<file path="config.mk">
export PLATFORM = sky130hd
export DESIGN_NAME = iack_ctrl
export DESIGN_NICKNAME = d
export VERILOG_FILES = /design/src/verilog/iack_pkg.sv /design/src/verilog/iack_mem_if.sv /design/src/verilog/iack_ctrl.sv /design/src/verilog/iack_ram.sv
export VERILOG_INCLUDE_DIRS = /design/src /design/src/verilog
export SDC_FILE = /design/constraint.sdc
export NUM_CORES = 1
export LEC_CHECK = 0
export BUFFER_PORTS_ARGS = -buffer_cell sky130_fd_sc_hd__buf_2
export CORE_MARGIN = 8
export CORE_UTILIZATION = 30
export DETAILED_ROUTE_END_ITERATION = 10
export GPL_TIMING_DRIVEN = 0
export PLACE_DENSITY = 0.47
export SYNTH_ARGS = -nofsm -noshare
export SYNTH_HDL_FRONTEND = slang
export SYNTH_HIERARCHICAL = 1
export SYNTH_SLANG_ARGS = --single-unit
</file>
<file path="constraint.sdc">
create_clock -name sys_clk -period 11.2 [get_ports sys_clk]
set_input_delay 1.12 -clock sys_clk [delete_from_list [all_inputs] [get_ports sys_clk]]
set_output_delay 1.12 -clock sys_clk [all_outputs]
set_load 0.02 [all_outputs]
</file>
<file path="src/verilog/iack_consts.svh">
// constants for the interrupt acknowledge block
`ifndef IACK_CONSTS_SVH
`define IACK_CONSTS_SVH
`define IACK_A_PSW     7'h00
`define IACK_A_BANK    7'h01
`define IACK_A_PC      7'h02
`define IACK_A_SP      7'h03
`define IACK_A_CMD     7'h04
`define IACK_A_PORT    7'h05
`define IACK_A_DIR     7'h06
`define IACK_A_EXT0    7'h08
`define IACK_MEM_BIT   8
`define IACK_B_IFLAG   6
`define IACK_B_IPL     10:8
`define IACK_B_LVL     2:0
`define IACK_B_REQ     3
`define IACK_B_POL     4
`define IACK_B_SENSE   5
`define IACK_B_RTI     0
`define IACK_PSW_RST   16'h0040
`define IACK_SP_RST    7'h7F
`define IACK_IPL_WDT   3'h7
`define IACK_BANK_CLR  8'h00
`define IACK_SEQ_MIN   4'hD
`define IACK_LAST_BYTE 3'h4
`define IACK_WORD_K1   3'h1
`define IACK_WORD_K2   3'h3
`define IACK_SRC_WDT   3'h3
`define IACK_SRC_ZDIV  3'h4
`define IACK_SRC_BRK   3'h5
`define IACK_MEM_DEPTH 64
`define IACK_MA_W      6
`endif

</file>
<file path="src/verilog/iack_pkg.sv">
// types shared by the interrupt acknowledge block
package iack_pkg;
  typedef enum logic [2:0]
  {
    IACK_IDLE = 3'h0,
    IACK_DET  = 3'h1,
    IACK_HOLD = 3'h3,
    IACK_PUSH = 3'h2,
    IACK_VECT = 3'h6,
    IACK_DONE = 3'h7,
    IACK_POPW = 3'h5,
    IACK_POP  = 3'h4
  } iack_state_t;
  typedef logic [15:0] iack_word_t;
endpackage

</file>
<file path="src/verilog/iack_mem_if.sv">
// port bundle between the sequencer and its vector and stack memory
`timescale 1ns/100ps
`include "iack_consts.svh"
interface iack_mem_if;
  logic                  en;
  logic [1:0]            we;
  logic [`IACK_MA_W-1:0] addr;
  logic [15:0]           wdata;
  logic [15:0]           rdata;
  modport ctl (output en, we, addr, wdata, input rdata);
  modport ram (input en, we, addr, wdata, output rdata);
endinterface

</file>
<file path="src/verilog/iack_ctrl.sv">
// interrupt acceptance, acknowledge sequence and external pin sensing
`timescale 1ns/100ps
`include "iack_consts.svh"
//////////////////////////////////////////////////////////////////////////////
// Contract
// [RULE1] accepting a request clears that source's request flag
// [RULE2] sequence starts the cycle after the current instruction completes
// [RULE3] push bank, pc, status; set disable; load threshold; bank 0; vector
// [RULE4] handler start address is a 16-bit address in bank zero
// [RULE5] acknowledge sequence lasts at least 13 clock cycles
// [RULE6] maskable acceptance loads threshold with accepted level
// [RULE7] threshold 0 at reset, 7 on watchdog, unchanged on traps
// [RULE8] even stack pointer pushes pc and status as words, odd as bytes
// [RULE9] hardware stacks only bank, pc and status word
// [RULE10] return pops status, pc and bank, then resumes
// [RULE11] refused requests stay pending and win after threshold restores
// [RULE12] handler may clear disable flag to allow higher level nesting
// [RULE13] sense and polarity bits pick falling, rising, high or low
// [RULE14] pins are watched always; level zero silences an unused pin
// [RULE15] edge sets flag until accepted; software may clear or set it
// [RULE16] level mode ignores the flag and requests while pin valid
// [RULE17] level request vanishes if pin goes inactive before acceptance
// [RULE18] software clears flag after changing sense or polarity
// [RULE19] software sets direction bits to zero for interrupt pins
// [RULE20] port data register still reads the pin states
// [RULE21] accept only when enabled, requested and level above threshold
// [RULE22] levels 1 to 7 rank sources; level 0 disables a source
// [RULE23] threshold lives in status bits 8 to 10
// [RULE24] each source has its own vector word
// [RULE25] no detection during the sequence until handler's first fetch
module iack_ctrl
(
  input  wire logic            sys_clk,
  input  wire logic            rst,
  input  wire logic            wb_cyc_i,
  input  wire logic            wb_stb_i,
  input  wire logic            wb_we_i,
  input  wire logic [3:0]      wb_sel_i,
  input  wire logic [8:0]      wb_adr_i,
  input  wire logic [31:0]     wb_dat_i,
  output logic [31:0]          wb_dat_o,
  output logic                 wb_ack_o,
  input  wire logic [2:0]      ext_irq_pin,
  input  wire logic            fetch_strb,
  input  wire logic            instr_done,
  input  wire logic            wdt_irq,
  input  wire logic            zdiv_trap,
  input  wire logic            brk_trap,
  output iack_pkg::iack_word_t code_pointer,
  output logic [7:0]           code_bank,
  output iack_pkg::iack_word_t proc_status,
  output logic [2:0]           port_dir,
  output logic                 seq_busy,
  output logic                 handler_go
);
  import iack_pkg::*;

  iack_mem_if mem ();
  iack_state_t state_reg, state_next;
  logic [2:0]  pin_s1_reg, pin_s2_reg, pin_d_reg;
  logic [2:0]  trap_reg, dir_reg, k_reg, acc_src_reg, acc_ipl_reg;
  logic [5:0]  snap_reg;
  logic [8:0]  snap_lvl_reg;
  logic [3:0]  cnt_reg;
  logic [6:0]  sp_reg;
  logic [7:0]  bank_reg;
  logic [15:0] psw_reg, pc_reg;
  logic        wide_reg, vec_rd_reg, vec_got_reg;
  logic        ack_reg, mpend_reg, go_reg, busy_reg;
  logic [31:0] dat_reg;
  logic [2:0]  best_src;
  logic [2:0]  best_lvl;
  wire  logic [2:0]  eff_req;
  wire  logic [8:0]  lvl_pk;
  wire  logic [15:0] ext_rd [3];

  //////////////////////////////////////////////////////////////////////////
  // wishbone decode
  wire logic [6:0] adr_w   = wb_adr_i[8:2];
  wire logic bus_req = wb_cyc_i & wb_stb_i & ~ack_reg & ~mpend_reg;
  wire logic mem_hit = wb_adr_i[`IACK_MEM_BIT];
  wire logic reg_go  = bus_req & ~mem_hit;
  wire logic reg_wr  = reg_go & wb_we_i;
  wire logic idle_w  = state_reg == IACK_IDLE;
  // memory is lent to the bus only while the sequencer leaves it alone
  wire logic mem_free = idle_w | (state_reg == IACK_DET)
                      | (state_reg == IACK_HOLD);
  wire logic mem_go  = bus_req & mem_hit & mem_free;

  // every operand is an argument, so continuous users re-evaluate on change
  function automatic logic wr_hit(input logic go, input logic [6:0] adr,
                                  input logic [6:0] a);
    wr_hit = go && (adr == a);
  endfunction

  function automatic logic [15:0] wmerge(input logic [15:0] old);
    wmerge = {wb_sel_i[1] ? wb_dat_i[15:8] : old[15:8],
              wb_sel_i[0] ? wb_dat_i[7:0]  : old[7:0]};
  endfunction

  // cpu state is only written by software while no sequence runs
  wire logic sw_psw  = wr_hit(reg_wr, adr_w, `IACK_A_PSW) & idle_w;
  wire logic sw_pc   = wr_hit(reg_wr, adr_w, `IACK_A_PC) & idle_w;
  wire logic sw_bank = wr_hit(reg_wr, adr_w, `IACK_A_BANK) & idle_w
                     & wb_sel_i[0];
  wire logic sw_sp   = wr_hit(reg_wr, adr_w, `IACK_A_SP) & idle_w
                     & wb_sel_i[0];
  wire logic rti_go  = wr_hit(reg_wr, adr_w, `IACK_A_CMD) & idle_w
                     & wb_sel_i[0] & wb_dat_i[`IACK_B_RTI];
  wire logic [2:0] ipl_w = psw_reg[`IACK_B_IPL]; // [RULE23]

  //////////////////////////////////////////////////////////////////////////
  // pin synchronisers; the third stage feeds the edge detectors
  always_ff @(posedge sys_clk or posedge rst)
  begin
    if (rst)
    begin
      pin_s1_reg <= 3'h0;
      pin_s2_reg <= 3'h0;
      pin_d_reg  <= 3'h0;
    end
    else
    begin
      pin_s1_reg <= ext_irq_pin;
      pin_s2_reg <= pin_s1_reg;
      pin_d_reg  <= pin_s2_reg;
    end
  end

  //////////////////////////////////////////////////////////////////////////
  // acceptance decision, evaluated on the latched snapshot
  wire logic mask_ok = ~psw_reg[`IACK_B_IFLAG] & (best_lvl > ipl_w); // [RULE21]
  wire logic acc_w = (state_reg == IACK_DET)
                   & ((snap_reg[5:3] != 3'h0) | mask_ok);
  wire logic [2:0] win_src = snap_reg[3] ? `IACK_SRC_WDT
                           : snap_reg[4] ? `IACK_SRC_ZDIV
                           : snap_reg[5] ? `IACK_SRC_BRK : best_src;
  // watchdog forces 7, traps keep the threshold, others take their level
  wire logic [2:0] win_ipl = snap_reg[3] ? `IACK_IPL_WDT // [RULE7]
                           : (snap_reg[5:4] != 2'h0) ? ipl_w
                           : best_lvl; // [RULE6]
  wire logic [5:0] clr_w = acc_w ? (6'h01 << win_src) : 6'h00; // [RULE1]

  // ties go to the higher pin number; a zero level never beats the threshold
  always_comb
  begin
    best_src = 3'h0;
    best_lvl = 3'h0;
    for (int i = 0; i < 3; i++)
    begin
      if (snap_reg[i] && (snap_lvl_reg[3*i +: 3] >= best_lvl)) // [RULE22]
      begin
        best_src = 3'(i);
        best_lvl = snap_lvl_reg[3*i +: 3];
      end
    end
  end

  //////////////////////////////////////////////////////////////////////////
  // external pins: one control register each
  for (genvar i = 0; i < 3; i++)
  begin : g_ext
    logic [2:0] lvl_reg;
    logic       req_reg, pol_reg, sns_reg;
    wire logic wr   = wr_hit(reg_wr, adr_w, `IACK_A_EXT0 + 7'(i))
                    & wb_sel_i[0];
    wire logic rise = pin_s2_reg[i] & ~pin_d_reg[i];
    wire logic fall = ~pin_s2_reg[i] & pin_d_reg[i];
    wire logic edge_hit = ~sns_reg & (pol_reg ? rise : fall); // [RULE13]
    wire logic lvl_on   = pol_reg ? ~pin_s2_reg[i] : pin_s2_reg[i];
    // a fresh edge wins over a software or acceptance clear
    wire logic req_next = edge_hit // [RULE15]
                        | (wr ? wb_dat_i[`IACK_B_REQ] : req_reg & ~clr_w[i]);
    always_ff @(posedge sys_clk or posedge rst)
    begin
      if (rst)
      begin
        req_reg <= 1'b0;
        lvl_reg <= 3'h0;
        pol_reg <= 1'b0;
        sns_reg <= 1'b0;
      end
      else
      begin
        req_reg <= req_next;
        if (wr)
        begin
          lvl_reg <= wb_dat_i[`IACK_B_LVL];
          pol_reg <= wb_dat_i[`IACK_B_POL];
          sns_reg <= wb_dat_i[`IACK_B_SENSE];
        end
      end
    end
    // level mode follows the pin and drops out with it
    assign eff_req[i] = sns_reg ? lvl_on : req_reg; // [RULE16] [RULE17] [RULE14]
    assign lvl_pk[3*i +: 3] = lvl_reg;
    assign ext_rd[i] = {10'h000, sns_reg, pol_reg, req_reg, lvl_reg};
  end

  //////////////////////////////////////////////////////////////////////////
  // trap and watchdog pending flags, new pulse beats the clear
  always_ff @(posedge sys_clk or posedge rst)
  begin
    if (rst)
      trap_reg <= 3'h0;
    else
      trap_reg <= {brk_trap, zdiv_trap, wdt_irq} | (trap_reg & ~clr_w[5:3]);
  end

  //////////////////////////////////////////////////////////////////////////
  // sequencer stepping
  wire logic wordw = wide_reg & ((k_reg == `IACK_WORD_K1)
                   | (k_reg == `IACK_WORD_K2)); // [RULE8]
  wire logic [2:0] k_nxt = k_reg + (wordw ? 3'h2 : 3'h1);
  wire logic push_last = (state_reg == IACK_PUSH) & (k_nxt > `IACK_LAST_BYTE);
  wire logic vec_cap = (state_reg == IACK_VECT) & vec_rd_reg & ~vec_got_reg;
  wire logic [6:0] pop_a = sp_reg + 7'h01;
  wire logic [7:0] pop_b = pop_a[0] ? mem.rdata[15:8] : mem.rdata[7:0];
  // only bank, pc and status are stacked, highest byte first
  wire logic [7:0] pbyte [6];
  assign pbyte[0] = bank_reg; // [RULE9]
  assign pbyte[1] = pc_reg[15:8];
  assign pbyte[2] = pc_reg[7:0];
  assign pbyte[3] = psw_reg[15:8];
  assign pbyte[4] = psw_reg[7:0];
  assign pbyte[5] = 8'h00;

  always_comb
  begin
    state_next = state_reg;
    unique case (state_reg)
      IACK_IDLE: if (rti_go) state_next = IACK_POP;
                 else if (fetch_strb) state_next = IACK_DET;
      IACK_DET:  state_next = acc_w ? IACK_HOLD : IACK_IDLE; // [RULE11]
      IACK_HOLD: if (instr_done) state_next = IACK_PUSH; // [RULE2]
      IACK_PUSH: if (push_last) state_next = IACK_VECT;
      IACK_VECT: if (vec_got_reg && cnt_reg >= `IACK_SEQ_MIN) // [RULE5]
                   state_next = IACK_DONE;
      IACK_DONE: if (fetch_strb) state_next = IACK_IDLE; // [RULE25]
      IACK_POP:  state_next = IACK_POPW;
      IACK_POPW: if (k_reg == `IACK_LAST_BYTE) state_next = IACK_IDLE;
                 else state_next = IACK_POP;
    endcase
  end

  // state, snapshot and bookkeeping of the accepted source
  always_ff @(posedge sys_clk or posedge rst)
  begin
    if (rst)
    begin
      state_reg <= IACK_IDLE;
      snap_reg <= 6'h00;
      snap_lvl_reg <= 9'h000;
      acc_src_reg <= 3'h0;
      acc_ipl_reg <= 3'h0;
      wide_reg <= 1'b0;
    end
    else
    begin
      state_reg <= state_next;
      if (idle_w && fetch_strb)
      begin
        snap_reg <= {trap_reg, eff_req};
        snap_lvl_reg <= lvl_pk;
      end
      if (acc_w)
      begin
        acc_src_reg <= win_src;
        acc_ipl_reg <= win_ipl;
        wide_reg <= ~sp_reg[0]; // [RULE8]
      end
    end
  end

  // byte index, cycle count and vector fetch flags
  always_ff @(posedge sys_clk or posedge rst)
  begin
    if (rst)
    begin
      k_reg <= 3'h0;
      cnt_reg <= 4'h0;
      vec_rd_reg <= 1'b0;
      vec_got_reg <= 1'b0;
    end
    else
    begin
      if (acc_w || rti_go) k_reg <= 3'h0;
      else if (state_reg == IACK_PUSH) k_reg <= k_nxt;
      else if (state_reg == IACK_POPW) k_reg <= k_reg + 3'h1;
      if (state_reg == IACK_HOLD) cnt_reg <= 4'h1;
      else if (busy_reg) cnt_reg <= cnt_reg + 4'h1;
      vec_rd_reg <= (state_reg == IACK_VECT);
      vec_got_reg <= (state_reg == IACK_VECT) & (vec_got_reg | vec_cap);
    end
  end

  //////////////////////////////////////////////////////////////////////////
  // cpu state touched by the sequence: pushes, loads and pops
  always_ff @(posedge sys_clk or posedge rst)
  begin
    if (rst)
    begin
      psw_reg <= `IACK_PSW_RST; // [RULE7]
      pc_reg <= 16'h0000;
      bank_reg <= `IACK_BANK_CLR;
      sp_reg <= `IACK_SP_RST;
    end
    else
    begin
      if (state_reg == IACK_PUSH) sp_reg <= sp_reg - (wordw ? 7'h02 : 7'h01);
      else if (state_reg == IACK_POPW) sp_reg <= pop_a; // [RULE10]
      else if (sw_sp) sp_reg <= wb_dat_i[6:0];
      if (push_last) // [RULE3]
      begin
        psw_reg[`IACK_B_IFLAG] <= 1'b1; // [RULE12]
        psw_reg[`IACK_B_IPL] <= acc_ipl_reg; // [RULE6]
        bank_reg <= `IACK_BANK_CLR;
      end
      else if (state_reg == IACK_POPW)
        unique case (k_reg)
          3'h0: psw_reg[7:0] <= pop_b;
          3'h1: psw_reg[15:8] <= pop_b;
          3'h2: pc_reg[7:0] <= pop_b;
          3'h3: pc_reg[15:8] <= pop_b;
          default: bank_reg <= pop_b;
        endcase
      else
      begin
        if (sw_psw) psw_reg <= wmerge(psw_reg); // [RULE12]
        if (sw_bank) bank_reg <= wb_dat_i[7:0];
        if (sw_pc) pc_reg <= wmerge(pc_reg);
      end
      if (vec_cap) pc_reg <= mem.rdata; // [RULE4] [RULE24]
    end
  end

  //////////////////////////////////////////////////////////////////////////
  // memory port: sequencer first, bus in the gaps
  assign mem.en = (state_reg == IACK_PUSH) | (state_reg == IACK_POP)
                | ((state_reg == IACK_VECT) & ~vec_rd_reg) | mem_go;
  assign mem.we = (state_reg == IACK_PUSH)
                ? (wordw ? 2'h3 : (sp_reg[0] ? 2'h2 : 2'h1))
                : (mem_go & wb_we_i) ? wb_sel_i[1:0] : 2'h0;
  assign mem.addr = (state_reg == IACK_PUSH) ? sp_reg[6:1]
                  : (state_reg == IACK_VECT) ? {3'h0, acc_src_reg}
                  : (state_reg == IACK_POP) ? pop_a[6:1] : wb_adr_i[7:2];
  assign mem.wdata = (state_reg == IACK_PUSH)
                   ? (wordw ? {pbyte[k_reg], pbyte[k_nxt - 3'h1]}
                            : {pbyte[k_reg], pbyte[k_reg]})
                   : wb_dat_i[15:0];

  iack_ram u_ram
  (
    .sys_clk (sys_clk),
    .m       (mem.ram)
  );

  //////////////////////////////////////////////////////////////////////////
  // register read selection; unmapped words read zero
  wire logic [15:0] rd_mux =
      (adr_w == `IACK_A_PSW)  ? psw_reg
    : (adr_w == `IACK_A_BANK) ? {8'h00, bank_reg}
    : (adr_w == `IACK_A_PC)   ? pc_reg
    : (adr_w == `IACK_A_SP)   ? {9'h000, sp_reg}
    : (adr_w == `IACK_A_CMD)  ? {13'h0000, state_reg}
    : (adr_w == `IACK_A_PORT) ? {13'h0000, pin_s2_reg} // [RULE20]
    : (adr_w == `IACK_A_DIR)  ? {13'h0000, dir_reg}
    : (adr_w == `IACK_A_EXT0) ? ext_rd[0]
    : (adr_w == `IACK_A_EXT0 + 7'h01) ? ext_rd[1]
    : (adr_w == `IACK_A_EXT0 + 7'h02) ? ext_rd[2] : 16'h0000;

  // registers answer in one cycle, memory in two
  always_ff @(posedge sys_clk or posedge rst)
  begin
    if (rst)
    begin
      ack_reg <= 1'b0;
      mpend_reg <= 1'b0;
      dat_reg <= 32'h00000000;
      dir_reg <= 3'h0;
      go_reg <= 1'b0;
      busy_reg <= 1'b0;
    end
    else
    begin
      ack_reg <= reg_go | mpend_reg;
      mpend_reg <= mem_go;
      if (mpend_reg) dat_reg <= {16'h0000, mem.rdata};
      else if (reg_go) dat_reg <= {16'h0000, rd_mux};
      if (wr_hit(reg_wr, adr_w, `IACK_A_DIR) && wb_sel_i[0])
        dir_reg <= wb_dat_i[2:0];
      go_reg <= (state_reg == IACK_VECT) & (state_next == IACK_DONE);
      busy_reg <= (state_next == IACK_PUSH) | (state_next == IACK_VECT);
    end
  end

  assign wb_ack_o = ack_reg;
  assign wb_dat_o = dat_reg;
  assign code_pointer = pc_reg;
  assign code_bank = bank_reg;
  assign proc_status = psw_reg;
  assign port_dir = dir_reg;
  assign seq_busy = busy_reg;
  assign handler_go = go_reg;
endmodule

</file>
<file path="src/verilog/iack_ram.sv">
// byte-lane memory holding the vector table and the hardware stack
`timescale 1ns/100ps
`include "iack_consts.svh"
module iack_ram
(
  input wire logic sys_clk,
  iack_mem_if.ram  m
);
  import iack_pkg::*;

  // one array per byte lane so that each lane has a single writer
  for (genvar b = 0; b < 2; b++)
  begin : g_lane
    logic [7:0] mem_reg [`IACK_MEM_DEPTH];
    logic [7:0] q_reg;
    always_ff @(posedge sys_clk)
    begin
      if (m.en && m.we[b])
        mem_reg[m.addr] <= m.wdata[8*b +: 8];
    end
    // read data only moves on a pure read, so writes never disturb it
    always_ff @(posedge sys_clk)
    begin
      if (m.en && (m.we == 2'h0))
        q_reg <= mem_reg[m.addr];
    end
    assign m.rdata[8*b +: 8] = q_reg;
  end
endmodule
</file>
==> flow_metrics.py, run 1 <==
metrics = {
    "sta": {
        "setup_slack_ns": 3.89,
        "grt_setup_unrepaired": "no",
        "hold_violations": 0,
        "fmax_ghz": 0.137,
        "slew_viol_final": 11,
        "slew_headroom_pct": -0.299,
        "tightestPinTransition_ns": 1.50,
        "setup_viol": 0,
        "fin_skew_ns": 0.0622,
        "period_share_pct": 65.3,
        "fin_setup_tns_ns": 0,
        "min_period_ns": 7.31,
    },
    "finish": {
        "design_area_sq_mm": 0.0571,
        "areaGrowthSynthToFinish_pct": 16.4,
        "n_fill_cell": 15800,
        "drive_gt1_share_pct": 17.4,
        "largest_reg_flops": 1024,
        "nNetsFinal": 3629,
        "fin_cells": 5821,
    },
    "hold_path": {
        "hp-start": "pin_s1_reg[0]",
        "hold_path_depth": 0,
        "min_path_type": "flip-flop to flip-flop",
        "hold_end": "pin_s2_reg[0]",
    },
    "critical_path": {
        "cp.required_ns": 11.57,
        "endpoint_kind": "flip-flop",
        "crit_type": "flip-flop to flip-flop",
        "path_delay_family": "buffers and inverters",
        "critPathLaunchType": "flip-flop",
        "crit_path_top_delay_cell": "nor2_1",
        "cp_max_fo": 10,
        "crit_arrival_ns": 7.68,
        "reg2reg_to": "u_ram/g_lane[0].mem_reg[45][4]",
        "timing.rr.start": "sp_reg[0]",
        "worst-path-buf-inv": 6,
        "cp_cell_sequence": "buf_2 -> nand3_1 -> xor2_1 -> o22a_1 -> o21ai_0 -> buf_2 -> buf_2 -> buf_2 -> buf_2 -> buf_2 -> and3_1 -> nand2_1 -> nor2_1",
        "path_depth": 13,
        "critPathMaxStageDelay_ns": 1.25,
        "ff2ff_setup_slack_ns": 3.89,
        "crit_path_frequent_cell": "buf_2",
        "reg2reg_depth": 13,
    },
    "place": {
        "placed_cell_area_sq_mm": 0.0529,
        "post-place-ws_ns": 4.25,
        "place_inst": 5586,
        "dp_hpwl_um": 134000,
        "globalplace.congestion": 0.966,
        "numPortBuffers": 97,
    },
    "cts": {
        "clk_path_buf_depth": 3,
        "cts.sinks": 1174,
        "clock_latency_ns": 0.80,
        "cts_tree": "yes",
        "clockRootBuffer": "clkbuf_16",
        "cts_hold_buf": 0,
        "cts-resized-gates": 0,
        "cts_post_setup_buffers_inserted": 0,
        "htreeDepth": 4,
        "cts_buffers": 132,
        "clkSlewWorstSetupHoldPaths_ns": 0.07,
    },
    "global_route": {
        "grt_pass1_vias": 31300,
        "grt_usage_pct": 20.8,
        "grt_pass1_wl_um": 258000,
        "antenna_found_initial": 7,
        "globalRouteOverflowTotal": 0,
        "grt_max_degree": 71,
    },
    "power": {
        "powerDensity_mw_per_mm2": 337,
        "power.leakage_uw": 0.0190,
        "ir_drop_mv": 0.252,
    },
    "detailed_routing": {
        "wl_um": 191000,
        "wl_per_cell_um": 32.7,
        "vias": 32800,
        "ant_nets": 0,
        "avgViaCountPerCell": 5.64,
        "remaining_drc_errors": 0,
        "drt_iter0_drc": 4520,
        "dr.pass1.iters": 6,
    },
    "outcome": {
        "status": "finished, violations left",
        "violations": "max-capacitance violations, max-slew violations",
    },
    "die": {
        "start_util_pct": 30.2,
        "coreArea_sq_mm": 0.163,
        "num_io_pins": 136,
        "die_area_sq_mm": 0.177,
        "die_h_um": 420,
        "die_x_um": 420,
        "rows": 148,
    },
    "yosys": {
        "ys_seq_area_share_pct": 70.5,
        "netlist_top_cells_area": "edfxtp_1, dfrtp_1, a221oi_1",
        "yosys_warnings": 6,
        "async_reset_ff_share_pct": 11.4,
        "synth_edf_count": 1040,
        "netlist_area_sq_mm": 0.0491,
        "synth-main-ff-cell": "edfxtp_1",
        "syn_avg_cell_area_sq_um": 15.0,
        "synth.most_common_cell": "edfxtp_1",
        "synth_top_area_share_pct": 63.6,
        "synth_commonest_cells": "edfxtp_1, nor2_1, a221oi_1",
        "netlist_instances": 3278,
        "synth.distinct_cells": 95,
        "ys_seq_elements": 1174,
        "synth.largest_area_cell": "edfxtp_1",
    },
    "run": {
        "cap_violations": 1,
    },
}
## kinds of logic (layout without fill, tap and decap cells)
| logic type | count (synthesis) | in the layout | synth area share (%) |
|---|---|---|---|
| flops | 1174 | 1174 | 70.5 |
| compound gates | 863 | 863 | 12.6 |
| simple gates | 614 | 614 | 5.79 |
| buf+inv | 299 | 647 | 2.90 |
| mux | 288 | 288 | 7.30 |
| fa+ha+maj | 26 | 26 | 0.678 |
| xor+xnor | 13 | 13 | 0.232 |
| other cells | 1 | 21 | 0.00764 |
## worst register-to-register path, cell delays in order, from the launching register on
cell	delay [ns]
dfstp_2	0.70
buf_2	0.37
nand3_1	0.15
xor2_1	0.19
o22a_1	0.21
o21ai_0	0.60
buf_2	0.49
buf_2	0.49
buf_2	0.62
buf_2	0.42
buf_2	0.48
and3_1	0.31
nand2_1	0.64
nor2_1	1.25
## cells in the final DEF (no fill, tap or decap), drive strengths merged, types with 16 or more instances in the layout
cell and n:
buf 259, edfxtp 1040, nor2 291, nand3 21
clkbuf 283, o22ai 44, nor2b 23, ha 25
o21ai 148, mux4 46, nand2 157, clkinv 41
inv 53, a21o 16, mux2i 143, mux2 99
a211oi 27, conb 16, a22oi 96, a221oi 193
a31oi 18, dfrtp 126, a22o 43, a21oi 144
## per-layer routing
layer / routed length, um / track usage (%) / share of wire [%] / vias to the layer above
met5: 0 / 0 / 0 / -
met4: 8730 / 8.53 / 4.6 / 0
met3: 19000 / 5.55 / 10 / 362
met2: 83600 / 31.9 / 44 / 1780
met1: 79300 / 28.1 / 42 / 17100
li1: - / - / - / 13600
## final cells by class
type / count / area, sq um / share of cell area, %
Sequential cell: 1174 / 34600 / 60.5
Multi-Input combinational cell: 1820 / 13300 / 23.2
Clock buffer: 172 / 3620 / 6.33
Tap cell: 2175 / 2720 / 4.76
Buffer: 252 / 1250 / 2.18
Timing Repair Buffer: 118 / 921 / 1.61
Clock inverter: 58 / 568 / 0.994
Inverter: 47 / 181 / 0.318
Antenna cell: 5 / 12.5 / 0.0219
## how the worst max path moves through the flow
stage	from	end	slack [ns]
after floorplan	k_reg[1]	u_ram/g_lane[0].mem_reg[0][7]	5.21
after global placement	k_reg[1]	u_ram/g_lane[0].mem_reg[39][7]	0.68
after detailed placement	sp_reg[0]	u_ram/g_lane[0].mem_reg[63][6]	4.25
after CTS	sp_reg[0]	u_ram/g_lane[0].mem_reg[63][1]	4.20
after global routing	sp_reg[0]	u_ram/g_lane[0].mem_reg[45][6]	3.99
final	sp_reg[0]	u_ram/g_lane[0].mem_reg[45][4]	3.89
## per-stage QoR
step | hold slack (ns) | power [uW] | utilization, %
after floorplan | 0.331 | 10400 | -
after global placement | 0.341 | 14700 | 32.2
after detailed placement | 0.337 | 14800 | 32.6
after CTS | 0.353 | 19100 | 35.1
after global routing | 0.366 | 19700 | 35.1
final | 0.349 | 19300 | 35.1
## power by group
group	internal (uW)	total (uW)	switching [uW]
Sequential	5520	5850	335
Clock	2470	4270	1800
Combinational	2490	9160	6660
Note: power is estimated with default switching activity, not from simulation.
==> inputs of run 2 (changes only) <==
==> constraint.sdc (replaced) <==
create_clock -name sys_clk -period 6.9 [get_ports sys_clk]
set_input_delay 0.69 -clock sys_clk [delete_from_list [all_inputs] [get_ports sys_clk]]
set_output_delay 0.69 -clock sys_clk [all_outputs]
set_load 0.02 [all_outputs]
==> flow_metrics.py, run 2 (synthesized netlist as in run 1, its figures left out) <==
metrics = {
    "detailed_routing": {
        "wl_um": 191000,
        "vias": 33100,
        "ant_nets": 0,
        "wl_per_cell_um": 32.8,
        "dr.pass1.iters": 6,
        "drt_iter0_drc": 4737,
        "remaining_drc_errors": 0,
        "avgViaCountPerCell": 5.67,
    },
    "place": {
        "post-place-ws_ns": -0.0534,
        "dp_hpwl_um": 134000,
        "numPortBuffers": 97,
        "globalplace.congestion": 0.966,
    },
    "sta": {
        "setup_viol": 152,
        "grt_setup_unrepaired": "yes",
        "setup_slack_ns": -0.286,
        "slew_viol_final": 11,
        "fin_skew_ns": 0.0610,
        "fmax_ghz": 0.139,
        "hold_violations": 0,
        "slew_headroom_pct": -3.24,
        "timing.hold.ws_ns": 0.0301,
        "period_share_pct": 104,
        "min_period_ns": 7.19,
        "tightestPinTransition_ns": 1.55,
    },
    "global_route": {
        "grt_pass1_vias": 31400,
        "globalRouteOverflowTotal": 0,
        "antenna_found_initial": 7,
        "grt_usage_pct": 20.8,
        "grt_pass1_wl_um": 258000,
        "grt_max_degree": 71,
    },
    "cts": {
        "clk_path_buf_depth": 3,
        "cts_tree": "yes",
        "clockRootBuffer": "clkbuf_16",
        "clkSlewWorstSetupHoldPaths_ns": 0.07,
        "clock_latency_ns": 0.80,
        "cts_post_setup_buffers_inserted": 0,
        "cts.sinks": 1174,
        "htreeDepth": 4,
        "cts_buffers": 132,
    },
    "finish": {
        "layout_commonest_cell": "edfxtp_1",
        "largest_reg_flops": 1024,
        "drive_gt1_share_pct": 18.3,
        "final_cell_mix": "edfxtp_1, nor2_1, a221oi_1",
        "n_fill_cell": 15800,
        "areaGrowthSynthToFinish_pct": 16.6,
        "nNetsFinal": 3631,
    },
    "critical_path": {
        "cp.required_ns": 7.27,
        "crit_arrival_ns": 7.55,
        "crit_type": "flip-flop to flip-flop",
        "crit_path_top_delay_cell": "nor2_1",
        "worst-path-buf-inv": 6,
        "critPathLaunchType": "flip-flop",
        "cp_cell_sequence": "buf_2 -> nand3_1 -> xor2_1 -> o22a_1 -> o21ai_0 -> buf_2 -> buf_2 -> buf_2 -> buf_2 -> buf_2 -> and3_1 -> nand2_1 -> nor2_1",
        "cp_max_fo": 10,
        "crit_path_frequent_cell": "buf_2",
        "critPathMaxStageDelay_ns": 1.05,
        "endpoint_kind": "flip-flop",
        "path_delay_family": "buffers and inverters",
    },
    "power": {
        "p_int_uw": 17000,
        "pwr-share-seq_pct": 30.3,
        "sw_frac_of_total_pct": 45.7,
        "power.leakage_uw": 0.0190,
        "switching_power_uw": 14300,
        "p_comb_share_pct": 47.6,
        "powerDensity_mw_per_mm2": 548,
        "ir_drop_mv": 0.408,
        "p_clk_share_pct": 22.1,
    },
    "die": {
        "coreArea_sq_mm": 0.163,
        "die_x_um": 420,
        "num_io_pins": 136,
        "rows": 148,
        "die_h_um": 420,
        "die_area_sq_mm": 0.177,
        "start_util_pct": 30.2,
    },
    "outcome": {
        "violations": "max-capacitance violations, max-slew violations, negative setup slack",
        "status": "finished, violations left",
    },
    "run": {
        "cap_violations": 1,
    },
    "hold_path": {
        "min_path_type": "input pin to async pin",
    },
}
-- run 2: cell types whose count changed in the layout (fill, tap and decap cells not counted) --
| cell | previous run | this run |
|---|---|---|
| nor2_1 | 289 | 256 |
| diode_2 | 5 | 7 |
| nor2_2 | 2 | 35 |
| dlygate4sd3_1 | 0 | 2 |
-- run 2: through the flow --
stage	utilization (%)	TNS, ns	std cells	area, sq um	total power, uW
finish	35.2	-15.69	5825	57200	31400
global route	35.2	-8.76	5818	57200	32100
CTS	35.2	0	5818	57200	31000
detailed placement	32.6	-0.669	5586	52900	24000
global placement	32.2	-1420.55	5565	52300	23900
floorplan	-	0	3293	49100	16800
-- run 2: what timing repair did --
action | 4_1_cts | 5_1_grt
hold endpoints to repair | 2 | 0
hold buffers | 2 | 0
setup endpoints to repair | 24 | 233
gates resized for setup | 3 | 30
cloned | 0 | 0
-- run 2: power groups by stage --
stage                     Clock, uW  Sequential [uW]  Combinational [uW]
after floorplan                   0             9600                7240
after global placement            0             9900               14000
after detailed placement          0             9630               14400
after CTS                      7050             9480               14400
after global routing           7320             9510               15200
final                          6920             9500               14900
-- run 2: final timing paths --
path	start	to	slack, ns	cells past startpoint
worst max-delay path	sp_reg[0]	u_ram/g_lane[0].mem_reg[21][2]	-0.29	13
max in group asynchronous	rst	wb_dat_o[8]	6.05	3
min in group sys_clk	ext_irq_pin[0]	pin_s1_reg[0]	0.05	1
worst min register to register	pin_s1_reg[0]	pin_s2_reg[0]	0.35	0
worst max register to register	sp_reg[0]	u_ram/g_lane[0].mem_reg[21][2]	-0.29	13
worst min-delay path	rst	pin_s1_reg[0]	0.03	2
-- run 2: final cells by class --
class | instances | area (sq um) | area share (%)
antenna | 7 | 17.5 | 0.0306
buffer | 252 | 1250 | 2.18
clock buffer | 172 | 3620 | 6.32
clock inverter | 58 | 568 | 0.992
inverter | 47 | 181 | 0.317
multi-input combinational | 1820 | 13400 | 23.3
sequential | 1174 | 34600 | 60.4
tap | 2175 | 2720 | 4.75
timing repair buffer | 120 | 941 | 1.64
-- run 2: routing by layer --
layer	routed length [um]	GRT usage, %	vias to the layer above
li1	-	-	13600
met1	79900	28.2	17300
met2	83600	31.8	1850
met3	18600	5.58	388
met4	8740	8.39	0
met5	0	0	-
